--- src/design/mac_stats_pkg.sv ---
// Shared constants, register map and event carrier of the MAC statistics counters
//--------------------------------------------------------------------------
//--------------------------------------------------------------------------
package mac_stats_pkg;

   //--------------------------------------------------------------------------
   // Register indices (byte address is four times the index)
   //--------------------------------------------------------------------------
   localparam logic [11:0] TX_STATS_CONFIG_IDX = 12'h845;
   localparam logic [11:0] TX_STATS_STATUS_IDX = 12'h846;
   localparam logic [11:0] RX_STATS_CONFIG_IDX = 12'h945;
   localparam logic [11:0] RX_STATS_STATUS_IDX = 12'h946;
   localparam logic [11:0] TX_CNT_BASE_IDX = 12'h800;
   localparam logic [11:0] RX_CNT_BASE_IDX = 12'h900;
   // Counter slots: fragments, CRC errors, 64 byte, 65 to 127 byte
   localparam logic [11:0] CNT_FRAG_OFF = 12'h000;
   localparam logic [11:0] CNT_CRCERR_OFF = 12'h006;
   localparam logic [11:0] CNT_64B_OFF = 12'h016;
   localparam logic [11:0] CNT_65TO127B_OFF = 12'h018;
   localparam int NUM_CNT = 4;

   //--------------------------------------------------------------------------
   // Fields and reset values
   //--------------------------------------------------------------------------
   localparam int CFG_CLEAR_BIT = 0;
   localparam int CFG_SHADOW_BIT = 2;
   localparam int STS_GRANT_BIT = 1;
   localparam logic [2:0] CFG_RESET = 3'h0;
   localparam logic [63:0] CNT_RESET = 64'h0000_0000_0000_0000;
   localparam logic [15:0] MIN_FRAME_LEN = 16'h0040;
   localparam logic [15:0] SIZE_127_LEN = 16'h007f;
   localparam logic [1:0] RESP_OKAY = 2'h0;
   localparam logic [1:0] RESP_SLVERR = 2'h2;

   // One frame report from the datapath, length already covers DA, SA, data and CRC
   typedef struct packed {
      logic frame_end;
      logic crc_err;
      logic [15:0] len;
   } stats_event_s;

endpackage : mac_stats_pkg
--- src/design/mac_statistics_counters.sv ---
// MAC transmit and receive statistics counters with AXI4-Lite register access
//
// The implementer's own choice: the AXI4-Lite interface to the registers.
module mac_statistics_counters #(
   parameter bit stats_enable = 1'b1
) (
   input wire logic aclk,
   input wire logic aresetn,
   input wire logic ce,
   input wire logic [15:0] s_axi_awaddr,
   input wire logic s_axi_awvalid,
   output logic s_axi_awready,
   input wire logic [31:0] s_axi_wdata,
   input wire logic [3:0] s_axi_wstrb,
   input wire logic s_axi_wvalid,
   output logic s_axi_wready,
   output logic [1:0] s_axi_bresp,
   output logic s_axi_bvalid,
   input wire logic s_axi_bready,
   input wire logic [15:0] s_axi_araddr,
   input wire logic s_axi_arvalid,
   output logic s_axi_arready,
   output logic [31:0] s_axi_rdata,
   output logic [1:0] s_axi_rresp,
   output logic s_axi_rvalid,
   input wire logic s_axi_rready,
   input wire mac_stats_pkg::stats_event_s tx_event,
   input wire logic tx_error_inject,
   input wire mac_stats_pkg::stats_event_s rx_event,
   output logic [3:0] tx_stats_inc,
   output logic [3:0] rx_stats_inc
);

   //--------------------------------------------------------------------------
   // Helpers
   //--------------------------------------------------------------------------
   function automatic logic [3:0] classify(input mac_stats_pkg::stats_event_s ev);
      logic short_frame;
      short_frame = ev.len < mac_stats_pkg::MIN_FRAME_LEN;
      classify[0] = ev.frame_end && ev.crc_err && short_frame;
      classify[1] = ev.frame_end && ev.crc_err && !short_frame;
      classify[2] = ev.frame_end && (ev.len == mac_stats_pkg::MIN_FRAME_LEN);
      classify[3] = ev.frame_end && !short_frame && (ev.len != mac_stats_pkg::MIN_FRAME_LEN)
                    && (ev.len <= mac_stats_pkg::SIZE_127_LEN);
   endfunction : classify

   function automatic logic [11:0] cnt_index(input int side, input int k);
      logic [11:0] base;
      logic [11:0] off;
      base = (side == 0) ? mac_stats_pkg::TX_CNT_BASE_IDX : mac_stats_pkg::RX_CNT_BASE_IDX;
      case (k)
         0: off = mac_stats_pkg::CNT_FRAG_OFF;
         1: off = mac_stats_pkg::CNT_CRCERR_OFF;
         2: off = mac_stats_pkg::CNT_64B_OFF;
         default: off = mac_stats_pkg::CNT_65TO127B_OFF;
      endcase
      cnt_index = base + off;
   endfunction : cnt_index

   //--------------------------------------------------------------------------
   // State
   //--------------------------------------------------------------------------
   logic [2:0] cfg [2];
   logic grant [2];
   logic [63:0] live [2][mac_stats_pkg::NUM_CNT];
   logic [63:0] shadow [2][mac_stats_pkg::NUM_CNT];
   logic [3:0] inc [2];
   logic aw_held;
   logic w_held;
   logic [11:0] aw_idx;
   logic [31:0] w_data;
   logic [3:0] w_strb;
   logic [31:0] next_rdata;
   logic next_rerr;
   logic wr_fire;
   logic wr_mapped;
   logic [11:0] ar_idx;

   assign inc[0] = tx_stats_inc;
   assign inc[1] = rx_stats_inc;
   assign ar_idx = s_axi_araddr[13:2];
   assign wr_fire = aw_held && w_held && !s_axi_bvalid;

   //--------------------------------------------------------------------------
   // Increment vectors
   //--------------------------------------------------------------------------
   // Client increment vectors
   always_ff @(posedge aclk) begin
      if (!aresetn) begin
         tx_stats_inc <= 4'h0;
         rx_stats_inc <= 4'h0;
      end else if (ce) begin
         tx_stats_inc <= tx_error_inject ? 4'h0 : classify(tx_event);
         rx_stats_inc <= classify(rx_event);
      end
   end

   //--------------------------------------------------------------------------
   // Live counters
   //--------------------------------------------------------------------------
   // Wrapping instead of saturating keeps the adder a plain carry chain
   always_ff @(posedge aclk) begin
      for (int s = 0; s < 2; s++) begin
         for (int k = 0; k < mac_stats_pkg::NUM_CNT; k++) begin
            if (!aresetn) begin
               live[s][k] <= mac_stats_pkg::CNT_RESET;
            end else if (ce) begin
               if (!stats_enable) begin
                  live[s][k] <= mac_stats_pkg::CNT_RESET;
               end else if (cfg[s][mac_stats_pkg::CFG_CLEAR_BIT]) begin
                  live[s][k] <= mac_stats_pkg::CNT_RESET;
               end else if (inc[s][k]) begin
                  live[s][k] <= live[s][k] + 64'h0000_0000_0000_0001;
               end
            end
         end
      end
   end

   //--------------------------------------------------------------------------
   // Snapshot
   //--------------------------------------------------------------------------
   always_ff @(posedge aclk) begin
      for (int s = 0; s < 2; s++) begin
         if (!aresetn) begin
            grant[s] <= 1'b0;
         end else if (ce) begin
            grant[s] <= cfg[s][mac_stats_pkg::CFG_SHADOW_BIT];
         end
      end
   end

   always_ff @(posedge aclk) begin
      for (int s = 0; s < 2; s++) begin
         for (int k = 0; k < mac_stats_pkg::NUM_CNT; k++) begin
            if (!aresetn) begin
               shadow[s][k] <= mac_stats_pkg::CNT_RESET;
            end else if (ce) begin
               if (cfg[s][mac_stats_pkg::CFG_CLEAR_BIT] || !stats_enable) begin
                  shadow[s][k] <= mac_stats_pkg::CNT_RESET;
               end else if (cfg[s][mac_stats_pkg::CFG_SHADOW_BIT] && !grant[s]) begin
                  shadow[s][k] <= live[s][k];
               end
            end
         end
      end
   end

   //--------------------------------------------------------------------------
   // AXI4-Lite write channel
   //--------------------------------------------------------------------------
   always_comb begin
      wr_mapped = (aw_idx == mac_stats_pkg::TX_STATS_CONFIG_IDX)
                  || (aw_idx == mac_stats_pkg::RX_STATS_CONFIG_IDX)
                  || (aw_idx == mac_stats_pkg::TX_STATS_STATUS_IDX)
                  || (aw_idx == mac_stats_pkg::RX_STATS_STATUS_IDX);
      for (int s = 0; s < 2; s++) begin
         for (int k = 0; k < mac_stats_pkg::NUM_CNT; k++) begin
            if (aw_idx == cnt_index(s, k) || aw_idx == cnt_index(s, k) + 12'h001) begin
               wr_mapped = 1'b1;
            end
         end
      end
   end

   always_ff @(posedge aclk) begin
      if (!aresetn) begin
         s_axi_awready <= 1'b1;
         aw_held <= 1'b0;
         aw_idx <= 12'h000;
      end else if (ce) begin
         if (s_axi_awvalid && s_axi_awready) begin
            aw_held <= 1'b1;
            aw_idx <= s_axi_awaddr[13:2];
            s_axi_awready <= 1'b0;
         end else if (wr_fire) begin
            aw_held <= 1'b0;
         end else if (s_axi_bvalid && s_axi_bready) begin
            s_axi_awready <= 1'b1;
         end
      end
   end

   always_ff @(posedge aclk) begin
      if (!aresetn) begin
         s_axi_wready <= 1'b1;
         w_held <= 1'b0;
         w_data <= 32'h0000_0000;
         w_strb <= 4'h0;
      end else if (ce) begin
         if (s_axi_wvalid && s_axi_wready) begin
            w_held <= 1'b1;
            w_data <= s_axi_wdata;
            w_strb <= s_axi_wstrb;
            s_axi_wready <= 1'b0;
         end else if (wr_fire) begin
            w_held <= 1'b0;
         end else if (s_axi_bvalid && s_axi_bready) begin
            s_axi_wready <= 1'b1;
         end
      end
   end

   always_ff @(posedge aclk) begin
      if (!aresetn) begin
         s_axi_bvalid <= 1'b0;
         s_axi_bresp <= mac_stats_pkg::RESP_OKAY;
      end else if (ce) begin
         if (wr_fire) begin
            s_axi_bvalid <= 1'b1;
            s_axi_bresp <= wr_mapped ? mac_stats_pkg::RESP_OKAY : mac_stats_pkg::RESP_SLVERR;
         end else if (s_axi_bvalid && s_axi_bready) begin
            s_axi_bvalid <= 1'b0;
         end
      end
   end

   // Only byte lane 0 carries the writable bits; other lanes are ignored
   always_ff @(posedge aclk) begin
      for (int s = 0; s < 2; s++) begin
         if (!aresetn) begin
            cfg[s] <= mac_stats_pkg::CFG_RESET;
         end else if (ce && wr_fire && w_strb[0]) begin
            if (aw_idx == ((s == 0) ? mac_stats_pkg::TX_STATS_CONFIG_IDX
                                    : mac_stats_pkg::RX_STATS_CONFIG_IDX)) begin
               cfg[s] <= {w_data[mac_stats_pkg::CFG_SHADOW_BIT], 1'b0,
                          w_data[mac_stats_pkg::CFG_CLEAR_BIT]};
            end
         end
      end
   end

   //--------------------------------------------------------------------------
   // AXI4-Lite read channel
   //--------------------------------------------------------------------------
   always_comb begin
      next_rdata = 32'h0000_0000;
      next_rerr = 1'b1;
      for (int s = 0; s < 2; s++) begin
         if (ar_idx == ((s == 0) ? mac_stats_pkg::TX_STATS_CONFIG_IDX
                                 : mac_stats_pkg::RX_STATS_CONFIG_IDX)) begin
            next_rdata[2:0] = cfg[s];
            next_rerr = 1'b0;
         end
         if (ar_idx == ((s == 0) ? mac_stats_pkg::TX_STATS_STATUS_IDX
                                 : mac_stats_pkg::RX_STATS_STATUS_IDX)) begin
            next_rdata[mac_stats_pkg::STS_GRANT_BIT] = grant[s];
            next_rerr = 1'b0;
         end
         for (int k = 0; k < mac_stats_pkg::NUM_CNT; k++) begin
            if (ar_idx == cnt_index(s, k)) begin
               next_rdata = grant[s] ? shadow[s][k][31:0] : live[s][k][31:0];
               next_rerr = 1'b0;
            end
            if (ar_idx == cnt_index(s, k) + 12'h001) begin
               next_rdata = grant[s] ? shadow[s][k][63:32] : live[s][k][63:32];
               next_rerr = 1'b0;
            end
         end
      end
   end

   always_ff @(posedge aclk) begin
      if (!aresetn) begin
         s_axi_arready <= 1'b1;
         s_axi_rvalid <= 1'b0;
         s_axi_rdata <= 32'h0000_0000;
         s_axi_rresp <= mac_stats_pkg::RESP_OKAY;
      end else if (ce) begin
         if (s_axi_arvalid && s_axi_arready) begin
            s_axi_arready <= 1'b0;
            s_axi_rvalid <= 1'b1;
            s_axi_rdata <= next_rdata;
            s_axi_rresp <= next_rerr ? mac_stats_pkg::RESP_SLVERR : mac_stats_pkg::RESP_OKAY;
         end else if (s_axi_rvalid && s_axi_rready) begin
            s_axi_rvalid <= 1'b0;
            s_axi_arready <= 1'b1;
         end
      end
   end
endmodule : mac_statistics_counters

--- config.mk ---
export PLATFORM = sky130hd
export DESIGN_NAME = mac_statistics_counters
export DESIGN_NICKNAME = d
export VERILOG_FILES = /design/src/design/mac_stats_pkg.sv /design/src/design/mac_statistics_counters.sv
export SDC_FILE = /design/constraint.sdc
export NUM_CORES = 2
export LEC_CHECK = 0
export BUFFER_PORTS_ARGS = -buffer_cell sky130_fd_sc_hd__buf_4
export CAP_MARGIN = 20
export CORE_MARGIN = 5
export CORE_UTILIZATION = 55
export CTS_CLUSTER_DIAMETER = 80
export DETAILED_ROUTE_END_ITERATION = 16
export PLACE_DENSITY = 0.84
export SLEW_MARGIN = 40
export SYNTH_ARGS = -nofsm -noshare
export SYNTH_HDL_FRONTEND = slang
export SYNTH_SLANG_ARGS = --single-unit
--- constraint.sdc ---
create_clock -name aclk -period 12.5 [get_ports aclk]
set_input_delay 1.25 -clock aclk [delete_from_list [all_inputs] [get_ports aclk]]
set_output_delay 1.25 -clock aclk [all_outputs]
set_load 0.005 [all_outputs]
==> summary.md <==
| Metric | Value |
|---|---|
| Status | `completed` |
| DPL Wire Length | `116.6 mm` |
| Die H | `roughly 340 um` |
| Hold Slack | `0.4738 ns` |
| Setup violators final | `0` |
| Slew @ Worst Pin | `0.9747 ns` |
| Worst path slowest cell | `nor4_1` |
| Initial DRC Count | `5859` |
| Final TNS setup | `0 ns` |
| Power Total | `8.009 mW` |
| Pwr dens | `124.9 nW/um^2` |
| Fmax | `207.5 MHz` |
| Hold violation count in the final report | `0` |
| Port bufs | `118` |
| CTS tree | `built` |
| First-pass detailed-route iteration total | `6` |
| Post_cts resized | `0` |
| DIE WIDTH | `335.5 um` |
| Hold path cells | `2` |
| Share of cells above drive strength 1 | `under 10%` |
| Cells after synthesis | `5231` |
| Class of the worst hold path | `flop to flop` |
| Most common cell in the synthesized netlist | `edfxtp_1` |
| Worst-case reg-to-reg path depth | `9` |
| Post-DR wirelength/cell | `25.61 um` |
| Die area | `112600 um^2` |
| Arrival @ worst endpoint | `5.39 ns` |
| R2R Setup Slk | `7.68 ns` |
| Row count | `119` |
| Vias | `43460` |
| Skew-Pair Late Insertion Delay | `0.70 ns` |
| WHS Endpoint | `aw_idx[0]` |
| Crit Path Class | `flop to flop` |
| Routability cong. | `1.001` |
| Top cell type's share of synthesized area | `53.01%` |
| Total CTS buffers | `112` |
| Maximum VDD drop | `approximately 0.00011 V` |
| Longest Clk Path Bufs | `3` |
| I/O Pins | `162` |
| H-tree depth | `3` |
| Area contributors post-synth | `edfxtp_1, mux2i_1, and2_1` |
| Min Tclk post-route | `between 4 and 5 ns` |
| Synthesized flop and latch total | `approximately 1100` |
| Register area share after synthesis | `55.24%` |
| Leakage | `21.48 nW` |
| Max Cap Violations | `0` |
| EDFF count, synth | `1029` |
| Fin nets | `approximately 5400` |
| Total track usage | `between 20% and 30%` |
| Effective utilization at floorplan | `approximately 55%` |
| Worst reg2reg startpoint | `grant[0]` |
| Layout area overhead | `10.00%` |
| Commonest cells in the netlist | `edfxtp_1, nor2_1, and2_1` |
| Worst path bufs/invs | `3` |
| RR Endpoint | `s_axi_rdata[9]` |
| Placed Area | `60670 um^2` |
| Clock Root Buffer | `clkbuf_16` |
| Worst Path Max Fanout | `118` |
| Slew Limit Fails | `0` |
| Largest stage delay on the critical path | `0.67 ns` |
| Vias per cell | `6.468` |
| ANT nets after route | `0` |
| Most used DFF post-synth | `edfxtp_1` |
| # Post-CTS Setup Buffers | `0` |
| Clock transition at path regs | `around 0.06 ns` |
| Total congestion overflow | `0` |
| CP Cell Sequence | `buf_4 -> buf_12 -> buf_12 -> mux2i_1 -> o22ai_1 -> nor4_1 -> o211ai_1 -> o2111ai_1 -> nand3_1` |
| Setup crit end kind | `flop` |
| Core footprint | `105300 um^2` |
| # DRC | `0` |
| Sink Count | `between 1000 and 1500` |
| Ys Warns | `0` |
| Hold_sp | `aw_idx[0]` |
| Hold Buf Count CTS | `0` |
| Family with the most delay on the worst path | `buffers and inverters` |
| Most numerous cell on the critical path | `buf_12` |
| Synth Cell Area | `58290 um^2` |
| Pin count of the biggest net entering global routing | `125` |
| Startpoint types | `flop` |
| Synthesized area per cell | `11.14 um^2` |
| Final core utilization | `60.91%` |
| Async S/R FF share, synth | `0%` |
| RSZ-0062 raised after global routing | `no` |
| Antenna violations before repair | `8` |
| Worst EP required | `13.07 ns` |
| Number of global-route vias before repair | `41520` |
| Netlist cell types | `89` |
| Fillers | `8002` |
| Final WL | `172.1 mm` |
| Slew HR | `34.34%` |
| Final instance area | `64120 um^2` |
| Yosys top cell by area | `edfxtp_1` |
| Clk_skew | `0.02188 ns` |
| Tcrit/Tclk final | `38.55%` |
| First-pass GRT wire length | `256.2 mm` |
## layout make-up
type / instances / area (um^2) / share of cell area [%]
diodes: 2 / 5.005 / 0.007805
clock buffers: 134 / 2928 / 4.566
clock inverters: 58 / 455.4 / 0.7103
inverters: 67 / 251.5 / 0.3922
multi-input cells: 3767 / 24840 / 38.74
flip-flops and latches: 1094 / 32200 / 50.22
well taps: 1391 / 1740 / 2.714
repair buffers: 206 / 1698 / 2.648
## where the power goes
| group | internal, mW | switching [mW] | total, mW | leakage, nW |
|---|---|---|---|---|
| registers | 4.18 | 0.153 | 4.34 | 11.4 |
| clock network | 1.79 | 1.41 | 3.20 | 1.65 |
| logic | 0.171 | 0.304 | 0.475 | 8.38 |
| total | 6.15 | 1.86 | 8.01 | 21.5 |
## through the flow
step / setup slack, ns / std cells
after floorplan: 2.252 / 5232
after global placement: 6.800 / 6519
after detailed placement: 7.192 / 6525
after CTS: 7.912 / 6717
after global routing: 7.715 / 6717
final: 7.681 / 6719
## registers in the layout, summed over array words and instances (netlist names)
register,cells
tx_stats_inc,4
s_axi_bvalid,1
s_axi_rdata,32
s_axi_bresp,1
cfg,4
rx_stats_inc,4
aw_idx,12
s_axi_awready,1
s_axi_wready,1
w_data,2
w_strb,1
s_axi_arready,1
grant,2
s_axi_rvalid,1
shadow,512
live,512
aw_held,1
w_held,1
s_axi_rresp,1
## cells in the final DEF, fill, tap and decap left out, drive strengths merged, types with 18 or more instances in the layout
master / instances
edfxtp: 1029
nor2: 587
and2: 525
mux2i: 446
nand2: 293
xor2: 261
nand3: 223
buf: 206
o21ai: 166
xnor2: 164
a21oi: 151
nand4: 147
clkbuf: 134
o22ai: 108
nor3: 78
and3: 72
inv: 69
nor4: 69
or3: 67
and4: 66
dfxtp: 65
clkinv: 47
mux2: 42
nor2b: 35
o221ai: 23
a22oi: 21
o211ai: 19
a21boi: 18
## kinds of logic (layout without fill, tap and decap cells)
group | after synthesis | count (layout) | share of synthesized area, %
adders and majority gates | 8 | 8 | 0.1717
muxes | 493 | 493 | 8.663
buffers and inverters | 371 | 465 | 2.599
other | 1 | 4 | 0.006433
DFF | 1094 | 1094 | 55.24
xor gates and xnor gates | 425 | 425 | 6.386
and+or+nand+nor | 2219 | 2219 | 20.25
AOI/OAI and AO/OA | 620 | 620 | 6.676
## layer usage
metal	up-vias	share of wire (%)	wire [um]	global-route usage, %
li1	19200	-	-	-
met1	21190	37	63010	38.65
met2	2529	44	76000	44.83
met3	534	11	19680	7.341
met4	10	7.7	13300	18.32
met5	-	0.038	65	0
## how the worst max path moves through the flow
stage	startpoint	endpoint	slack [ns]	cells after the start
2_1_floorplan	ce	shadow[0][0]	2.25	5
3_3_place_gp	aresetn	shadow[0][31]	6.80	6
3_5_place_dp	ce	shadow[0][31]	7.19	8
4_1_cts	ce	shadow[0][23]	7.91	8
5_1_grt	aresetn	shadow[0][23]	7.72	8
6_report	grant[0]	s_axi_rdata[9]	7.68	9
## worst min-delay path, cell delays in order (launching register included)
cell and delay, ns:
dfxtp_1 0.31, nand2_1 0.05, a21boi_0 0.06
Power figures use the tool's default switching activity.
